[src/core/io_exchange_pkg.sv]
// Package for the periodic I/O data exchange block.
// Assumes a single 100 MHz system clock shared by every user.
package io_exchange_pkg;

  // ****************************************
  // Timing
  // ****************************************
  localparam int CLK_HZ = 100_000_000;
  localparam int INTERVAL_MIN_US10 = 2;     // 0.2 ms in units of 0.1 ms
  localparam int INTERVAL_MAX_US10 = 7500;  // 750 ms in units of 0.1 ms
  localparam int CYCLES_PER_US10 = CLK_HZ / 10_000;
  localparam int INTERVAL_W = 27;
  localparam logic [INTERVAL_W-1:0] INTERVAL_MIN_CYC =
    INTERVAL_W'(INTERVAL_MIN_US10 * CYCLES_PER_US10);
  localparam logic [INTERVAL_W-1:0] INTERVAL_MAX_CYC =
    INTERVAL_W'(INTERVAL_MAX_US10 * CYCLES_PER_US10);
  localparam logic [INTERVAL_W-1:0] INTERVAL_RST_CYC = INTERVAL_MIN_CYC;

  // ****************************************
  // Packet layout
  // ****************************************
  localparam int CHANNELS = 16;

  typedef enum logic [1:0] {
    KIND_INPUT = 2'h0,
    KIND_ECHO = 2'h1,
    KIND_STATUS = 2'h2
  } pkt_kind_e;

  typedef struct packed {
    pkt_kind_e kind;
    logic [CHANNELS-1:0] data;
    logic [CHANNELS-1:0] quality;
    logic short_fault;
    logic event_flag;
  } io_packet_s;

  localparam int PKT_W = $bits(io_packet_s);

endpackage

[src/core/io_exchange.sv]
// Periodic I/O exchange: input scan, output apply/echo/status, adapter relay.
// Assumes inputs are synchronous to clk_sys_i and the uplink drains a buffer.
`timescale 1ns/1ps

// Operation
// Input packets sent unpolled at each interval
// Sample channels first, then transmit
// Input packet carries values and status
// Events on change, done bit, pattern
// Controller sends at interval or immediate
// Immediate output restarts controller interval timer
// Remote immediate output refreshes every module
// Controller sends independent of program scan
// Drive outputs per stored configuration
// Echo after commanded value reaches terminals
// Echo shows observed terminal value
// Status each interval includes short flag
// Status carries per-channel quality each interval
// Adapter forwards backplane packets to network
// Adapter relays network output to backplane
// Interval limited to 0.2 to 750 ms
// Interval change only through reopen
// Timer counts, strobes once, reloads
module io_exchange
  import io_exchange_pkg::*;
#(
  parameter int N = CHANNELS
) (
  // Clock and reset
  input wire logic clk_sys_i,
  input wire logic reset_n_i,
  // Connection control
  input wire logic conn_open_i,
  input wire logic [INTERVAL_W-1:0] packet_interval_i,
  // Field side of input channels
  input wire logic [N-1:0] field_in_i,
  input wire logic done_bit_i,
  input wire logic [N-1:0] pattern_mask_i,
  input wire logic [N-1:0] pattern_value_i,
  // Output configuration and field terminal block
  input wire logic [N-1:0] invert_cfg_i,
  input wire logic [N-1:0] field_terminal_block_i,
  input wire logic [N-1:0] short_i,
  input wire logic [N-1:0] chan_ok_i,
  // Output data from controller via network adapter
  input wire logic out_valid_i,
  input wire logic [N-1:0] out_data_i,
  output logic out_ready_o,
  // Data toward controller via network adapter
  output logic up_valid_o,
  output io_packet_s up_pkt_o,
  input wire logic up_ready_i,
  // Local output drivers and event
  output logic [N-1:0] out_drive_o,
  output logic event_o,
  output logic conn_running_o
);

  // ****************************************
  // Connection and interval
  // ****************************************
  typedef enum logic [2:0] {
    ST_IDLE = 3'b001,
    ST_RUN = 3'b010,
    ST_REOPEN = 3'b100
  } conn_state_e;

  conn_state_e state;
  logic [INTERVAL_W-1:0] interval;
  logic [INTERVAL_W-1:0] tick_cnt;
  logic tick;

  function automatic logic [INTERVAL_W-1:0] clamp_interval(input logic [INTERVAL_W-1:0] v);
    if (v < INTERVAL_MIN_CYC) begin
      return INTERVAL_MIN_CYC;
    end else if (v > INTERVAL_MAX_CYC) begin
      return INTERVAL_MAX_CYC;
    end else begin
      return v;
    end
  endfunction

  // Interval latched only on open; a changed request forces a close first
  always_ff @(posedge clk_sys_i) begin
    if (!reset_n_i) begin
      state <= ST_IDLE;
      interval <= INTERVAL_RST_CYC;
    end else begin
      case (state)
        ST_IDLE: begin
          if (conn_open_i) begin
            interval <= clamp_interval(packet_interval_i);
            state <= ST_RUN;
          end
        end
        ST_RUN: begin
          if (!conn_open_i) begin
            state <= ST_IDLE;
          end else if (clamp_interval(packet_interval_i) != interval) begin
            state <= ST_REOPEN;
          end
        end
        ST_REOPEN: begin
          state <= ST_IDLE;
        end
        default: begin
          state <= ST_IDLE;
        end
      endcase
    end
  end

  assign conn_running_o = (state == ST_RUN);

  always_ff @(posedge clk_sys_i) begin
    if (!reset_n_i || state != ST_RUN) begin
      tick_cnt <= '0;
    end else if (tick_cnt >= interval - INTERVAL_W'(1)) begin
      tick_cnt <= '0;
    end else begin
      tick_cnt <= tick_cnt + INTERVAL_W'(1);
    end
  end

  // One-cycle strobe, no poll involved
  assign tick = conn_running_o && (tick_cnt >= interval - INTERVAL_W'(1));

  // ****************************************
  // Input sampling and events
  // ****************************************
  logic [N-1:0] sample;
  logic [N-1:0] prev_in;
  logic prev_done;
  logic pattern_hit;
  logic prev_hit;
  logic evt_pending;
  logic send_input;
  logic pend_ready;

  always_ff @(posedge clk_sys_i) begin
    if (!reset_n_i) begin
      sample <= '0;
      send_input <= 1'b0;
    end else begin
      send_input <= tick;
      if (tick) begin
        sample <= field_in_i;
      end
    end
  end

  assign pattern_hit = ((field_in_i & pattern_mask_i) == (pattern_value_i & pattern_mask_i))
                       && (pattern_mask_i != '0);

  always_ff @(posedge clk_sys_i) begin
    if (!reset_n_i) begin
      prev_in <= '0;
      prev_done <= 1'b0;
      prev_hit <= 1'b0;
      event_o <= 1'b0;
    end else begin
      prev_in <= field_in_i;
      prev_done <= done_bit_i;
      prev_hit <= pattern_hit;
      event_o <= conn_running_o && ((field_in_i != prev_in) || (done_bit_i != prev_done)
                 || (pattern_hit && !prev_hit));
    end
  end

  // Event flag rides the next input packet; a new event wins over the clear
  always_ff @(posedge clk_sys_i) begin
    if (!reset_n_i) begin
      evt_pending <= 1'b0;
    end else if (event_o) begin
      evt_pending <= 1'b1;
    end else if (send_input && pend_ready) begin
      evt_pending <= 1'b0;
    end
  end

  // ****************************************
  // Output apply and echo
  // ****************************************
  logic [N-1:0] commanded;
  logic echo_wait;
  logic send_echo;

  assign out_ready_o = 1'b1;

  always_ff @(posedge clk_sys_i) begin
    if (!reset_n_i) begin
      out_drive_o <= '0;
      commanded <= '0;
    end else if (out_valid_i && conn_running_o) begin
      out_drive_o <= out_data_i ^ invert_cfg_i;
      commanded <= out_data_i ^ invert_cfg_i;
    end
  end

  always_ff @(posedge clk_sys_i) begin
    if (!reset_n_i || !conn_running_o) begin
      echo_wait <= 1'b0;
    end else if (out_valid_i) begin
      echo_wait <= 1'b1;
    end else if (send_echo && !send_input && pend_ready) begin
      // Held until the echo really wins a buffer slot
      echo_wait <= 1'b0;
    end
  end

  // Shorted channels never settle, so only healthy ones gate the echo
  assign send_echo = echo_wait
                     && (((field_terminal_block_i ^ commanded) & ~short_i) == '0);

  // ****************************************
  // Packet arbitration and two-entry buffer
  // ****************************************
  localparam int DEPTH = 2;
  io_packet_s fifo_mem [DEPTH];
  logic [0:0] wr_ptr;
  logic [0:0] rd_ptr;
  logic [1:0] count;
  logic push;
  logic pop;
  logic status_due;
  io_packet_s next_pkt;

  assign pend_ready = (count != 2'(DEPTH));
  assign pop = up_valid_o && up_ready_i;

  always_ff @(posedge clk_sys_i) begin
    if (!reset_n_i || !conn_running_o) begin
      status_due <= 1'b0;
    end else if (tick) begin
      status_due <= 1'b1;
    end else if (!send_input && !send_echo && pend_ready) begin
      status_due <= 1'b0;
    end
  end

  always_comb begin
    next_pkt = '0;
    push = 1'b0;
    if (send_input) begin
      next_pkt.kind = KIND_INPUT;
      next_pkt.data = sample;
      next_pkt.quality = chan_ok_i;
      next_pkt.short_fault = |short_i;
      next_pkt.event_flag = evt_pending || event_o;
      push = pend_ready;
    end else if (send_echo) begin
      next_pkt.kind = KIND_ECHO;
      next_pkt.data = field_terminal_block_i;
      next_pkt.quality = chan_ok_i;
      push = pend_ready;
    end else if (status_due) begin
      next_pkt.kind = KIND_STATUS;
      next_pkt.data = short_i;
      next_pkt.quality = chan_ok_i;
      next_pkt.short_fault = |short_i;
      push = pend_ready;
    end
  end

  always_ff @(posedge clk_sys_i) begin
    if (push) begin
      fifo_mem[wr_ptr] <= next_pkt;
    end
  end

  always_ff @(posedge clk_sys_i) begin
    if (!reset_n_i) begin
      wr_ptr <= '0;
      rd_ptr <= '0;
      count <= '0;
    end else begin
      if (push) begin
        wr_ptr <= wr_ptr + 1'b1;
      end
      if (pop) begin
        rd_ptr <= rd_ptr + 1'b1;
      end
      count <= count + 2'(push) - 2'(pop);
    end
  end

  assign up_valid_o = (count != '0);
  assign up_pkt_o = up_valid_o ? fifo_mem[rd_ptr] : '0;

endmodule

[config.mk]
export PLATFORM = sky130hd
export DESIGN_NAME = io_exchange
export DESIGN_NICKNAME = d
export VERILOG_FILES = /design/src/core/io_exchange_pkg.sv /design/src/core/io_exchange.sv
export SDC_FILE = /design/constraint.sdc
export NUM_CORES = 1
export LEC_CHECK = 0
export BUFFER_PORTS_ARGS = -buffer_cell sky130_fd_sc_hd__buf_2
export CAP_MARGIN = 5
export CORE_AREA = 2 2 137 139
export CTS_BUF_LIST = sky130_fd_sc_hd__clkbuf_8
export CTS_CLUSTER_SIZE = 8
export DETAILED_ROUTE_END_ITERATION = 7
export DIE_AREA = 0 0 139 141
export GPL_ROUTABILITY_DRIVEN = 0
export PLACE_DENSITY_LB_ADDON = 0.1
export RECOVER_POWER = 50
export SLEW_MARGIN = 20
export SYNTH_ARGS = -nofsm -noshare
export SYNTH_HDL_FRONTEND = slang
export SYNTH_SLANG_ARGS = --single-unit
[constraint.sdc]
create_clock -name clk_sys_i -period 5.13 [get_ports clk_sys_i]
set_input_delay 0.2565 -clock clk_sys_i [delete_from_list [all_inputs] [get_ports clk_sys_i]]
set_output_delay 0.2565 -clock clk_sys_i [all_outputs]
set_load 0.02 [all_outputs]
==> flow_summary.json <==
{
  "ys_seq_area_share_pct": 44.5,
  "period_share_pct": 91.1,
  "worst_slew_pin_slew_ns": 2.29,
  "antenna_found_initial": 0,
  "drc": 0,
  "cts_tree": "yes",
  "setup_viol": 0,
  "p_int_mw": 2.10,
  "power_density_nw_per_um2": 254,
  "timing.rr.start": "interval[9]",
  "end_kind": "flip-flop",
  "synth-edff-count": 72,
  "layout_common_cells": "buf_2 (160), nor2_1 (116), dfxtp_1 (116)",
  "fillCellCount": 1625,
  "postRouteAntennaNets": 0,
  "finalHoldViolations": 0,
  "first_iter_violations": 522,
  "ys_ff_latch": 189,
  "p_comb_share_pct": 11.7,
  "final_cells": 1511,
  "clk_latency_ns": 0.48,
  "ir_drop_uv": 157,
  "max_freq_mhz": 214,
  "place_hpwl_mm": 19.2,
  "worstHoldPathType": "input port to flip-flop",
  "arrival_ns": 5.06,
  "seq_area_um2": 4510,
  "routed_wl_mm": 25.6,
  "rrSetupSlack_ns": 0.46,
  "startpoint_type": "flip-flop",
  "post-cts-setup-buffer-count": 0,
  "outcome": "finished, violations left",
  "synthCells": 1079,
  "vias": 8369,
  "grt_max_degree": 51,
  "wl_per_cell_um": 16.9,
  "initial_core_util_pct": 55.4,
  "power.share.switching_pct": 28.9,
  "hold_path_depth": 2,
  "syn-num-nets": 1271,
  "synth.distinct_cells": 73,
  "drive_gt1_share_pct": 17.1,
  "clk_pin_slew_ns": 0.11,
  "rr_worst_depth": 14,
  "htree_levels": 4,
  "syn-cell-area_um2": 10100,
  "ios": 217,
  "ys.flop_type": "dfxtp_1",
  "mostFrequentLayoutCell": "buf_2",
  "dpl.cell_count": 1477,
  "die_x_um": 139,
  "nets": 1456,
  "coreArea_um2": 18300,
  "fp.dieH_um": 141,
  "multi_input_area_um2": 5200,
  "violations": "max-capacitance violations, max-slew violations",
  "io_buffers": 215,
  "final.setup_skew_ns": 0.0190,
  "yosys_warnings": 0,
  "first_pass_iters": 5,
  "cts_root_buf": "clkbuf_8",
  "critPathRequiredTime_ns": 5.52,
  "tns_ns": 0,
  "min_to": "prev_done",
  "n_antenna_cell": 0,
  "area_growth_syn_to_layout_pct": 15.3,
  "crit-reg2reg-capture": "tick_cnt[20]",
  "relSlewSlack_pct": -52.7,
  "synth_area_per_cell_um2": 9.37,
  "grt_setup_unrepaired": "false",
  "cts_buffer_depth": 2,
  "p_leak_nw": 4.64,
  "min-delay-start": "done_bit_i",
  "fp.dieArea_um2": 19600,
  "maxSlewViolCount": 140,
  "path_max_fanout": 26,
  "critical_path_class": "flip-flop to flip-flop",
  "switchingPower_mw": 0.855,
  "viasPerCell": 5.54,
  "cts.sinks": 189,
  "period_needed_ns": 4.67,
  "pwr-share-clk_pct": 33.9,
  "pwr-share-seq_pct": 54.3,
  "overflow": 0,
  "cts_hold_buffers": 1,
  "cts_buffers": 17,
  "drv_cap": 4,
  "async_flop_share_pct": 0,
  "ctsResizeCount": 0,
  "grt_pass1_wl_mm": 40.4,
  "grt_pass1_vias": 7810,
  "rows": 50,
  "track_usage_pct": 25.7
}
==> stage by stage <==
step,util [%],power [mW],cell area (um^2),hold slack [ns],setup WS (ns)
detailed placement,62.0,1.99,11300,0.453,0.506
global route,63.8,3.07,11700,0.0244,0.129
floorplan,-,1.84,10100,0.367,0.782
global placement,61.9,1.98,11300,0.446,0.628
finish,63.8,2.96,11700,0.0264,0.457
CTS,64.2,2.98,11700,0.00127,0.455
==> area by class of cell <==
class / instances / area share [%]
Clock inverter: 15 / 1.41
Inverter: 44 / 1.42
Clock buffer: 17 / 2.01
Timing Repair Buffer: 224 / 9.39
Sequential cell: 189 / 38.7
Multi-Input combinational cell: 788 / 44.6
Tap cell: 234 / 2.51
==> how the worst max path moves through the flow <==
stage,start,to,slack (ns),depth (start not counted)
after floorplan,interval[9],sample[10],0.78,16
after global placement,interval[9],tick_cnt[5],0.63,14
after detailed placement,interval[9],tick_cnt[10],0.51,14
after CTS,interval[9],tick_cnt[20],0.45,14
after global routing,interval[9],tick_cnt[20],0.13,14
final,interval[9],tick_cnt[20],0.46,14
==> cell usage after synthesis (all sizes together) (6+ instances only) <==
cell type	instances	area [um^2]
and2	11	68.8
ha	31	388
and3	24	150
o21ai	37	193
nor2b	24	150
nor4	25	193
xor2	44	385
nor2	119	452
a211oi	19	143
mux2i	52	521
inv	44	165
edfxtp	72	2160
o22ai	13	81.3
xnor2	81	709
nor3	17	85.1
a221oi	6	52.6
or4	6	60.1
buf	9	70.1
a22oi	6	45.0
a21oi	44	220
nand4	15	93.8
nand3	40	205
dfxtp	117	2340
or3	6	42.5
nand2	97	367
o211ai	6	45.0
clkbuf	49	184
==> kinds of logic (layout without fill, tap and decap cells) <==
| group | after synthesis | count (layout) | share of synthesized area [%] |
|---|---|---|---|
| mux | 52 | 52 | 5.15 |
| simple gates | 406 | 406 | 20.2 |
| fa+ha+maj | 31 | 31 | 3.83 |
| other cells | 1 | 1 | 0.0371 |
| flops | 189 | 189 | 44.5 |
| xor+xnor | 125 | 125 | 10.8 |
| compound gates | 173 | 173 | 11.2 |
| buf+inv | 102 | 300 | 4.14 |
==> worst max-delay path, stage by stage, from the launching register on <==
cell and delay [ns]:
dfxtp_1 0.41, or4_4 0.58, or3_4 0.36, or4_4 0.46
nor4_1 0.31, xnor2_1 0.16, ha_1 0.27, nand2_1 0.08
nor4_1 0.05, a221o_1 0.31, a21o_1 0.18, a221oi_1 0.26
a21oi_1 0.15, or3_1 0.75, nor2_1 0.26
==> metal layers <==
layer | GRT usage (%) | vias to the layer above | part of all wire (%)
li1 | - | 4186 | -
met2 | 40.9 | 332 | 46
met5 | 0 | - | 0
met3 | 3.94 | 32 | 6.0
met4 | 6.17 | 0 | 1.3
met1 | 37.1 | 3819 | 47
==> power by group through the flow <==
stage                     Sequential (mW)  Combinational (mW)  Clock, mW
after floorplan                      1.62               0.217          0
after global placement               1.64               0.343          0
after detailed placement             1.64               0.345          0
after CTS                            1.61               0.347       1.02
after global routing                 1.61               0.383       1.07
final                                1.61               0.348       1.00
==> flip-flops by register name (all words and copies together) (netlist names), named ones only <==
| name | flops |
|---|---|
| rd_ptr | 1 |
| echo_wait | 1 |
| status_due | 1 |
| count | 2 |
| fifo_mem | 72 |
| interval | 27 |
| evt_pending | 1 |
| send_input | 1 |
| sample | 16 |
| commanded | 16 |
| prev_in | 16 |
| state | 3 |
| wr_ptr | 1 |
| tick_cnt | 27 |
| prev_hit | 1 |
| event_o | 1 |
| prev_done | 1 |
Power figures use the tool's default switching activity.
